$ cat config.mk
export PLATFORM = sky130hd
export DESIGN_NAME = gpio_output_and_access_masks
export DESIGN_NICKNAME = d
export VERILOG_FILES = /design/src/gpio_mask_pkg.sv /design/src/gpio_output_and_access_masks.sv /design/src/string_scanner.sv
export SDC_FILE = /design/constraint.sdc
export NUM_CORES = 1
export LEC_CHECK = 0
export BUFFER_PORTS_ARGS = -buffer_cell sky130_fd_sc_hd__buf_2
export CORE_MARGIN = 1.5
export CORE_UTILIZATION = 46
export CTS_CLUSTER_DIAMETER = 120
export DETAILED_ROUTE_END_ITERATION = 6
export GPL_TIMING_DRIVEN = 0
export PLACE_DENSITY = 0.77
export SLEW_MARGIN = 20
export SYNTH_ARGS = -nofsm -noshare
export SYNTH_HDL_FRONTEND = slang
export SYNTH_SLANG_ARGS = --single-unit
$ cat constraint.sdc
create_clock -name clk_sys -period 2.03 [get_ports clk_sys]
set_input_delay 0.203 -clock clk_sys [delete_from_list [all_inputs] [get_ports clk_sys]]
set_output_delay 0.203 -clock clk_sys [all_outputs]
set_load 0.1 [all_outputs]
$ cat src/gpio_mask_pkg.sv
// constants, types and field layout of the gpio output and access mask registers
package gpio_mask_pkg;
    localparam int WB_ADR_W = 8;
    localparam int WB_DAT_W = 32;
    localparam logic [5:0] IDX_GPIO_VALUE = 6'h0a;
    localparam logic [5:0] IDX_GPIO_MASK = 6'h0b;
    localparam logic [5:0] IDX_EEP_CTRL = 6'h0c;
    localparam logic [5:0] IDX_STATUS = 6'h10;
    localparam logic [1:0] SER_NONE = 2'h0;
    localparam logic [1:0] SER_HWCTL = 2'h1;
    localparam logic [1:0] SER_EMUL = 2'h2;
    localparam logic [15:0] GPIO_RST_HWCTL = 16'h8200;
    localparam logic [15:0] GPIO_RST_EMUL = 16'h0200;
    localparam logic [15:0] GPIO_RST_NONE = 16'h0000;
    localparam logic [15:0] GPIO_MASK_RST = 16'h0000;
    localparam logic [15:0] EEP_CTRL_RST = 16'h0000;
    localparam int OSC_ALT_BIT = 7;
    localparam int TXD_BIT = 9;
    localparam logic [15:0] FORCE_OSC_MASK = 16'h0080;
    localparam logic [15:0] FORCE_TXD_MASK = 16'h0200;
    localparam logic [7:0] SERIAL_ALT_ALL = 8'hff;
    localparam int USE_MSB = 15;
    localparam int USE_LSB = 12;
    localparam int ECHO_DIS_BIT = 11;
    localparam int FTP_DIS_BIT = 10;
    localparam int WEB_DIS_BIT = 9;
    localparam int MGMT_DIS_BIT = 8;
    localparam logic [3:0] USE_FREE = 4'h0;
    localparam logic [3:0] USE_MIB = 4'h8;
    localparam int DESCR_START_WORD = 40;
    localparam int DESCR_MAX_BYTES = 40;
    localparam int OID_START_WORD = 60;
    localparam int OID_MAX_BYTES = 8;

    typedef struct packed {
        logic cyc;
        logic stb;
        logic we;
        logic [WB_ADR_W-1:0] adr;
        logic [3:0] sel;
        logic [WB_DAT_W-1:0] dat;
    } wb_req_t;

    typedef struct packed {
        logic valid;
        logic [15:0] data;
    } net_gpio_wr_t;

    typedef struct packed {
        logic valid;
        logic [7:0] idx;
        logic [15:0] data;
    } net_eep_wr_t;

    typedef struct packed {
        logic valid;
        logic last;
        logic done;
        logic [7:0] data;
    } str_byte_t;
endpackage

$ cat src/gpio_output_and_access_masks.sv
// gpio output value, network write mask and eeprom usage/service control registers
`timescale 1ns/1ns
`default_nettype none
module gpio_output_and_access_masks
    import gpio_mask_pkg::*;
(
    input wire logic clk_sys,
    input wire logic resetn,
    input wire wb_req_t wbReq,
    output logic [WB_DAT_W-1:0] wbDatO,
    output logic wbAck,
    input wire logic [1:0] serialStrap,
    input wire logic [15:0] gpioDirection,
    input wire logic [15:0] gpioAltSelect,
    input wire net_gpio_wr_t netGpioWr,
    input wire net_eep_wr_t netEepWr,
    output logic [15:0] gpioPinOut,
    output logic [15:0] gpioPinOe,
    output logic eepWrEn,
    output logic [7:0] eepWrAddr,
    output logic [15:0] eepWrData,
    output logic eepWrRefused,
    output logic echoReplyDisable,
    output logic fileTransferDisable,
    output logic webServerDisable,
    output logic mgmtServerDisable,
    output logic [3:0] eepromUsageCode,
    output logic mibModeActive,
    input wire logic descrStart,
    input wire logic oidStart,
    input wire logic [15:0] descrRdData,
    input wire logic [15:0] oidRdData,
    output logic descrRdReq,
    output logic [7:0] descrRdAddr,
    output logic oidRdReq,
    output logic [7:0] oidRdAddr,
    output str_byte_t descrByte,
    output str_byte_t oidByte
);
    logic [15:0] gpioValue_ff, nxt_gpioValue;
    logic [15:0] gpioMask_ff, nxt_gpioMask;
    logic [15:0] eepCtrl_ff, nxt_eepCtrl;
    logic [1:0] strapMeta_ff;
    logic [1:0] strapSync_ff;
    logic wbAck_ff;
    logic [WB_DAT_W-1:0] wbDat_ff;
    logic [15:0] pinOut_ff;
    logic [15:0] pinOe_ff;
    logic eepWrEn_ff;
    logic [7:0] eepWrAddr_ff;
    logic [15:0] eepWrData_ff;
    logic eepRefused_ff;
    logic [3:0] svcDis_ff;
    logic [3:0] useCode_ff;
    logic mibMode_ff;
    logic descrBusy;
    logic oidBusy;

    function automatic logic [15:0] apply_bytes(input logic [15:0] old,
                                                input logic [15:0] dat,
                                                input logic [1:0] sel);
        logic [15:0] res;
        res = old;
        if (sel[0])
        begin
            res[7:0] = dat[7:0];
        end
        if (sel[1])
        begin
            res[15:8] = dat[15:8];
        end
        return res;
    endfunction

    // bus decode: byte address is four times the register index
    wire logic [5:0] wbIdx = wbReq.adr[WB_ADR_W-1:2];
    wire logic wbReqOn = wbReq.cyc && wbReq.stb;
    wire logic wbWrFire = wbReqOn && wbReq.we && wbAck_ff;
    wire logic wrGpioValue = wbWrFire && (wbIdx == IDX_GPIO_VALUE);
    wire logic wrGpioMask = wbWrFire && (wbIdx == IDX_GPIO_MASK);
    wire logic wrEepCtrl = wbWrFire && (wbIdx == IDX_EEP_CTRL);
    wire logic [15:0] wbDat16 = wbReq.dat[15:0];
    wire logic [1:0] wbSel16 = wbReq.sel[1:0];
    wire logic [15:0] statusWord = {13'h0000, mibMode_ff, oidBusy, descrBusy};
    wire logic [15:0] rdWord = (wbIdx == IDX_GPIO_VALUE) ? gpioValue_ff :
                               (wbIdx == IDX_GPIO_MASK) ? gpioMask_ff :
                               (wbIdx == IDX_EEP_CTRL) ? eepCtrl_ff :
                               (wbIdx == IDX_STATUS) ? statusWord : 16'h0000;

    // strap-dependent reset value of the output register
    wire logic [15:0] gpioRstVal = (strapSync_ff == SER_HWCTL) ? GPIO_RST_HWCTL :
                                   (strapSync_ff == SER_EMUL) ? GPIO_RST_EMUL :
                                   GPIO_RST_NONE;

    // alternate functions pin single bits high
    wire logic oscAlt = gpioAltSelect[OSC_ALT_BIT];
    wire logic serialAlt = (gpioAltSelect[15:8] == SERIAL_ALT_ALL);
    wire logic [15:0] forceVec = (oscAlt ? FORCE_OSC_MASK : 16'h0000)
                               | (serialAlt ? FORCE_TXD_MASK : 16'h0000);

    // network may touch a bit unless it is masked and the pin drives
    wire logic [15:0] netBlock = gpioMask_ff & gpioDirection;
    wire logic [15:0] netAllow = ~netBlock;
    wire logic [15:0] busGpio = wrGpioValue ?
                                apply_bytes(gpioValue_ff, wbDat16, wbSel16) : gpioValue_ff;
    // a network write landing with a bus write wins on the bits it may change
    wire logic [15:0] netGpio = netGpioWr.valid ?
                                ((busGpio & netBlock) | (netGpioWr.data & netAllow)) :
                                busGpio;

    // eeprom writes below the protect index never reach the eeprom
    wire logic [7:0] protectIdx = eepCtrl_ff[7:0];
    wire logic eepAllowed = (netEepWr.idx >= protectIdx);
    wire logic mibMode = (eepCtrl_ff[USE_MSB:USE_LSB] == USE_MIB);

    always_comb
    begin
        nxt_gpioValue = netGpio | forceVec;
        nxt_gpioMask = wrGpioMask ? apply_bytes(gpioMask_ff, wbDat16, wbSel16) : gpioMask_ff;
        nxt_eepCtrl = wrEepCtrl ? apply_bytes(eepCtrl_ff, wbDat16, wbSel16) : eepCtrl_ff;
    end

    // strap comes from a pin: no reset so it settles while reset is held
    always_ff @(posedge clk_sys)
    begin
        strapMeta_ff <= serialStrap;
        strapSync_ff <= strapMeta_ff;
    end

    always_ff @(posedge clk_sys)
    begin
        if (!resetn)
        begin
            gpioValue_ff <= gpioRstVal;
            gpioMask_ff <= GPIO_MASK_RST;
            eepCtrl_ff <= EEP_CTRL_RST;
        end
        else
        begin
            gpioValue_ff <= nxt_gpioValue;
            gpioMask_ff <= nxt_gpioMask;
            eepCtrl_ff <= nxt_eepCtrl;
        end
    end

    // one wait state, ack held a single cycle
    always_ff @(posedge clk_sys)
    begin
        if (!resetn)
        begin
            wbAck_ff <= 1'b0;
            wbDat_ff <= 32'h0000_0000;
        end
        else
        begin
            wbAck_ff <= wbReqOn && !wbAck_ff;
            wbDat_ff <= (wbReqOn && !wbAck_ff) ? {16'h0000, rdWord} : 32'h0000_0000;
        end
    end

    // pin shows the stored value only while it is an output
    always_ff @(posedge clk_sys)
    begin
        if (!resetn)
        begin
            pinOut_ff <= 16'h0000;
            pinOe_ff <= 16'h0000;
        end
        else
        begin
            pinOut_ff <= gpioValue_ff & gpioDirection;
            pinOe_ff <= gpioDirection;
        end
    end

    always_ff @(posedge clk_sys)
    begin
        if (!resetn)
        begin
            eepWrEn_ff <= 1'b0;
            eepWrAddr_ff <= 8'h00;
            eepWrData_ff <= 16'h0000;
            eepRefused_ff <= 1'b0;
        end
        else
        begin
            eepWrEn_ff <= netEepWr.valid && eepAllowed;
            eepRefused_ff <= netEepWr.valid && !eepAllowed;
            if (netEepWr.valid && eepAllowed)
            begin
                eepWrAddr_ff <= netEepWr.idx;
                eepWrData_ff <= netEepWr.data;
            end
        end
    end

    always_ff @(posedge clk_sys)
    begin
        if (!resetn)
        begin
            svcDis_ff <= 4'h0;
            useCode_ff <= USE_FREE;
            mibMode_ff <= 1'b0;
        end
        else
        begin
            svcDis_ff <= eepCtrl_ff[ECHO_DIS_BIT:MGMT_DIS_BIT];
            useCode_ff <= eepCtrl_ff[USE_MSB:USE_LSB];
            mibMode_ff <= mibMode;
        end
    end

    // reserved usage codes leave the user area uninterpreted
    string_scanner #(
        .START_WORD(DESCR_START_WORD),
        .MAX_BYTES(DESCR_MAX_BYTES)
    ) u_descr (
        .clk_sys(clk_sys),
        .resetn(resetn),
        .start(descrStart),
        .enable(mibMode),
        .rdData(descrRdData),
        .rdReq(descrRdReq),
        .rdAddr(descrRdAddr),
        .strByte(descrByte),
        .busy(descrBusy)
    );

    string_scanner #(
        .START_WORD(OID_START_WORD),
        .MAX_BYTES(OID_MAX_BYTES)
    ) u_oid (
        .clk_sys(clk_sys),
        .resetn(resetn),
        .start(oidStart),
        .enable(mibMode),
        .rdData(oidRdData),
        .rdReq(oidRdReq),
        .rdAddr(oidRdAddr),
        .strByte(oidByte),
        .busy(oidBusy)
    );

    assign wbDatO = wbDat_ff;
    assign wbAck = wbAck_ff;
    assign gpioPinOut = pinOut_ff;
    assign gpioPinOe = pinOe_ff;
    assign eepWrEn = eepWrEn_ff;
    assign eepWrAddr = eepWrAddr_ff;
    assign eepWrData = eepWrData_ff;
    assign eepWrRefused = eepRefused_ff;
    assign echoReplyDisable = svcDis_ff[3];
    assign fileTransferDisable = svcDis_ff[2];
    assign webServerDisable = svcDis_ff[1];
    assign mgmtServerDisable = svcDis_ff[0];
    assign eepromUsageCode = useCode_ff;
    assign mibModeActive = mibMode_ff;
endmodule
`default_nettype wire

$ cat src/string_scanner.sv
// reads a zero-terminated byte string out of consecutive eeprom words
`timescale 1ns/1ns
`default_nettype none
module string_scanner
    import gpio_mask_pkg::*;
#(
    parameter int unsigned START_WORD = 40,
    parameter int unsigned MAX_BYTES = 40
)
(
    input wire logic clk_sys,
    input wire logic resetn,
    input wire logic start,
    input wire logic enable,
    input wire logic [15:0] rdData,
    output logic rdReq,
    output logic [7:0] rdAddr,
    output str_byte_t strByte,
    output logic busy
);
    localparam int CW = $clog2(MAX_BYTES + 1);

    if (MAX_BYTES < 1 || START_WORD + (MAX_BYTES + 1) / 2 > 256)
    begin : g_chk
        $error("string_scanner: string does not fit the eeprom index range");
    end

    typedef enum logic [3:0] {
        SC_IDLE = 4'b0001,
        SC_READ = 4'b0010,
        SC_CAPT = 4'b0100,
        SC_EMIT = 4'b1000
    } scan_state_t;

    scan_state_t state_ff, nxt_state;
    logic rdReq_ff, nxt_rdReq;
    logic [7:0] addr_ff, nxt_addr;
    logic [15:0] word_ff, nxt_word;
    logic half_ff, nxt_half;
    logic [CW-1:0] cnt_ff, nxt_cnt;
    str_byte_t byte_ff, nxt_byte;
    logic busy_ff;

    // earlier byte sits in the low half
    wire logic [7:0] curByte = half_ff ? word_ff[15:8] : word_ff[7:0];
    wire logic [CW-1:0] cntInc = cnt_ff + CW'(1);

    always_comb
    begin
        nxt_state = state_ff;
        nxt_rdReq = 1'b0;
        nxt_addr = addr_ff;
        nxt_word = word_ff;
        nxt_half = half_ff;
        nxt_cnt = cnt_ff;
        nxt_byte = '0;
        case (state_ff)
            SC_IDLE:
            begin
                if (start && enable)
                begin
                    nxt_state = SC_READ;
                    nxt_rdReq = 1'b1;
                    nxt_addr = START_WORD[7:0];
                    nxt_half = 1'b0;
                    nxt_cnt = '0;
                end
            end
            SC_READ: nxt_state = SC_CAPT;
            SC_CAPT:
            begin
                nxt_word = rdData;
                nxt_state = SC_EMIT;
            end
            SC_EMIT:
            begin
                if (curByte == 8'h00)
                begin
                    // terminator is not passed on
                    nxt_byte.done = 1'b1;
                    nxt_state = SC_IDLE;
                end
                else
                begin
                    nxt_byte.valid = 1'b1;
                    nxt_byte.data = curByte;
                    nxt_cnt = cntInc;
                    if (cntInc == CW'(MAX_BYTES))
                    begin
                        nxt_byte.last = 1'b1;
                        nxt_byte.done = 1'b1;
                        nxt_state = SC_IDLE;
                    end
                    else if (half_ff)
                    begin
                        nxt_half = 1'b0;
                        nxt_addr = addr_ff + 8'h01;
                        nxt_rdReq = 1'b1;
                        nxt_state = SC_READ;
                    end
                    else
                    begin
                        nxt_half = 1'b1;
                    end
                end
            end
            default: nxt_state = SC_IDLE;
        endcase
    end

    always_ff @(posedge clk_sys)
    begin
        if (!resetn)
        begin
            state_ff <= SC_IDLE;
            rdReq_ff <= 1'b0;
            addr_ff <= 8'h00;
            word_ff <= 16'h0000;
            half_ff <= 1'b0;
            cnt_ff <= '0;
            byte_ff <= '0;
            busy_ff <= 1'b0;
        end
        else
        begin
            state_ff <= nxt_state;
            rdReq_ff <= nxt_rdReq;
            addr_ff <= nxt_addr;
            word_ff <= nxt_word;
            half_ff <= nxt_half;
            cnt_ff <= nxt_cnt;
            byte_ff <= nxt_byte;
            busy_ff <= (nxt_state != SC_IDLE);
        end
    end

    assign rdReq = rdReq_ff;
    assign rdAddr = addr_ff;
    assign strByte = byte_ff;
    assign busy = busy_ff;
endmodule
`default_nettype wire

==> summary.txt <==
Floorplan
  – Core Area: 19500 um2
  – Initial Utilization: between 40% and 50%
  – Chip Width: 144 um
  – Full die area: 20600 um2
  – # rows: ~50
  – # IOs: 299
  – Die Ht: approximately 140 um

Run status
  – Status: finished, final reports clean

Logic synthesis
  – Mapped Cells: 990
  – Async S/R FF share, synth: 0%
  – Ys Warns: 0
  – Top cells by area, synth: dfxtp_1, mux2i_1, nand2_1, nor2_1, a21oi_1
  – Synthesized area: 9100 um2
  – Seq/Total Area, Yosys: 50.6%
  – Distinct cells, synth: slightly below 60
  – Commonest cells in the netlist: dfxtp_1, nand2_1, nor2_1
  – Post-synth top area cell: dfxtp_1
  – Post-synthesis register bit count: 230
  – Post-Syn Area per Cell: 9.19 um2
  – Most common cell in the synthesized netlist: dfxtp_1
  – Post-synth top area share: approximately half
  – Number of synthesized flops with an enable pin: 0
  – Top FF cell, synth: dfxtp_1

Routing
  – Pre-antenna DRT Iters: 5
  – WL/cell: 17.2 um
  – DR vias/cell: 5.16
  – Wirelength, routed: 29.0 mm
  – Post-DRT Antenna Nets: 0
  – DRT iter0 DRCs: 447
  – Vias: 8686
  – Remaining DRCs: 0

Clock network
  – Root Buffer: clkbuf_16
  – H-tree levels: 1
  – Max Buffers Root-to-Sink: 3
  – CTS tree: done
  – Worst-Skew Late Latency: 520 ps
  – CTS Buf Count: 24
  – Clk sinks: 230
  – CTS clk-pin slew, worst paths: 60 ps

Finish
  – Fillcell total: 1484
  – Final nets: about 1600
  – Layout cells sized above 1: 26.6%
  – Design Area, Final: 12900 um2
  – Area grow syn2layout: 41.5%
  – Fin cells: 1683

Worst setup path
  – RR Endpoint: u_oid.rdAddr[1]$_SDFFE_PN0P_
  – Critical path class: reg2reg
  – Critical Path, Cell by Cell: or4_1, o22ai_4, a2111oi_4, buf_6, a31oi_4, nand3b_1, a21oi_1
  – WP buf/inv: 1
  – Critical path's largest stage delay: between 500 and 600 ps
  – CP endpoint kind: flip-flop
  – Arr. time, crit path: 2350 ps
  – WP data required: between 2000 and 2500 ps
  – R2r setup slk: 60 ps
  – Slowest CP cell: or4_1
  – Worst r2r path cells: 7
  – Max Fanout on Critical Path: 8
  – Critical R2R Launch: u_oid.word_ff[0]$_SDFFE_PN0N_
  – Worst Setup Start Kind: flip-flop
  – CP delay by family, top: simple AND/OR/NAND/NOR gates

GRT
  – Initial antenna violation count: 1
  – Congestion Overflow GR: 0
  – GR Util All Layers: between 20% and 30%
  – Number of global-route vias before repair: ~8600
  – Largest net degree at the start of global routing: 14
  – First-pass GRT wire length: between 40 and 50 mm

Timing
  – Relative slew slack: 45.8%
  – Fin. Hold Viols: 0
  – Fmax: 0.508 GHz
  – Clock skew: around 17 ps
  – Final Max Tran Viols: 0
  – Final worst path period share: 97.1%
  – Fin Hold WS: 40.5 ps
  – Post-route setup slack: ~60 ps
  – # setup viols final: 0
  – Least-Margin Pin Slew: 813 ps
  – Final Critical Period: 1970 ps

Run
  – Max-cap violations: 0

Placed design
  – DP HPWL: approximately 19 mm
  – GP Congestion: 0.875
  – Dpl cells: 1524
  – Worst slack at placement: -528 ps
  – Port buffer count: 254
  – Placed inst area: 10800 um2

Power and ir drop
  – Peak VDD IR: 647 uV
  – Leak: 5.75 nW
  – Pwr Total: a little over 10 mW
  – Pwr per Cell Area: 787 nW/um2

Hold path
  – Worst hold path depth: 3
  – Hold path start: oidStart
  – Hold Path Class: in2reg
  – Hold endpoint: u_oid.state_ff[1]$_SDFF_PN0_
worst min-delay path, stage by stage:
cell and delay [ps]:
buf_2 130, a31oi_4 120, nor2_1 70
worst max-delay path by stage:
stage,start,to,cells past startpoint
2_1_floorplan,wbAck$_SDFF_PN0_,gpioValue_ff[15]$_DFF_P_,7
3_3_place_gp,eepCtrl_ff[15]$_SDFFE_PN0P_,u_descr.rdAddr[5]$_SDFFE_PN0P_,6
3_5_place_dp,eepCtrl_ff[15]$_SDFFE_PN0P_,u_descr.rdAddr[5]$_SDFFE_PN0P_,6
4_1_cts,wbAck$_SDFF_PN0_,gpioValue_ff[7]$_SDFF_PN0_,7
5_1_grt,netEepWr[16],eepWrData[0]$_SDFFE_PN0P_,11
6_report,u_oid.word_ff[0]$_SDFFE_PN0N_,u_oid.rdAddr[1]$_SDFFE_PN0P_,7
registers in the layout, summed over array words and instances, names as in the netlist, 2 cells and up:
signal            count
gpioPinOe            16
u_oid.strByte        11
gpioMask_ff          16
u_descr.state_ff      4
svcDis_ff             4
eepWrAddr             8
u_descr.rdAddr        8
strapSync_ff          2
u_oid.word_ff        16
eepWrData            16
u_oid.cnt_ff          4
u_oid.rdAddr          8
u_descr.strByte      11
u_descr.cnt_ff        6
gpioPinOut           16
u_oid.state_ff        4
eepCtrl_ff           16
wbDatO               16
u_descr.word_ff      16
gpioValue_ff         16
eepromUsageCode       4
strapMeta_ff          2
where the power goes:
group	internal (mW)	total [mW]	switching, mW
registers	4.60	4.64	0.0442
logic	0.422	1.36	0.936
clock network	2.31	4.13	1.82
timing repair:
item,4_1_cts,5_1_grt
endpoints found under the hold margin,138,0
pin swaps,5,7
endpoints found under the setup margin,63,51
buffers inserted,9,3
cloned,0,1
gates resized for setup,23,28
hold buffers,105,0
stage by stage:
stage          util (%)  setup TNS (ps)
2_1_floorplan         -               0
3_3_place_gp       55.3          -15790
3_5_place_dp       55.4          -19330
4_1_cts            65.3               0
5_1_grt            66.2           -30.7
6_report           66.2               0
cell families (layout without fill, tap and decap cells):
logic type	count (synthesis)	after routing	synth area share, %
AO/OA/AOI/OAI	131	131	9.43
XOR/XNOR	13	13	1.25
adder cells (fa/ha/maj)	13	13	1.79
buffers and inverters	81	493	4.04
flip-flops	230	230	50.6
multiplexers	105	105	11.7
other	1	17	0.0412
AND/OR/NAND/NOR	416	416	21.1
final cells by class:
class | count | area (um2) | share of cell area, %
sequential | 230 | 4620 | 35.8
multi-input combinational | 694 | 4360 | 33.9
timing repair buffer | 372 | 2440 | 19.0
clock buffer | 35 | 672 | 5.22
buffer | 61 | 334 | 2.59
tap | 265 | 332 | 2.57
clock inverter | 9 | 62.6 | 0.486
inverter | 16 | 60.1 | 0.466
antenna | 1 | 2.50 | 0.0194
metal layers:
layer  up-vias  routed length (um)  global-route usage (%)
met5         -                   0                       0
met4         0                 887                    10.5
met3        72                2150                    5.06
met2       402               14200                    49.0
met1      4025               11700                    31.9
li1       4187                   -                       -
cell usage in the layout, fill, tap and decap left out, types with 4 or more instances in the layout:
cell type,Yosys,routed
buf_2,2,255
dfxtp_1,230,225
nand2_1,174,173
dlygate4sd3_1,0,105
nor2_1,101,100
mux2i_1,91,90
a21oi_1,60,58
clkbuf_1,42,45
and2_1,27,27
buf_4,16,27
and3_1,26,25
clkbuf_16,0,25
nand3_1,17,17
conb_1,1,16
inv_1,15,15
a211oi_1,15,14
mux2_2,14,14
nor3_1,14,13
a22oi_1,13,13
ha_1,13,12
o21ai_0,12,11
nand2b_1,11,9
xnor2_1,8,8
nor4_1,8,8
nand4_1,8,8
clkinv_2,0,6
xor2_1,5,5
nand3b_1,5,5
or3_1,4,4
No activity file was read; power rests on OpenSTA's default activity.
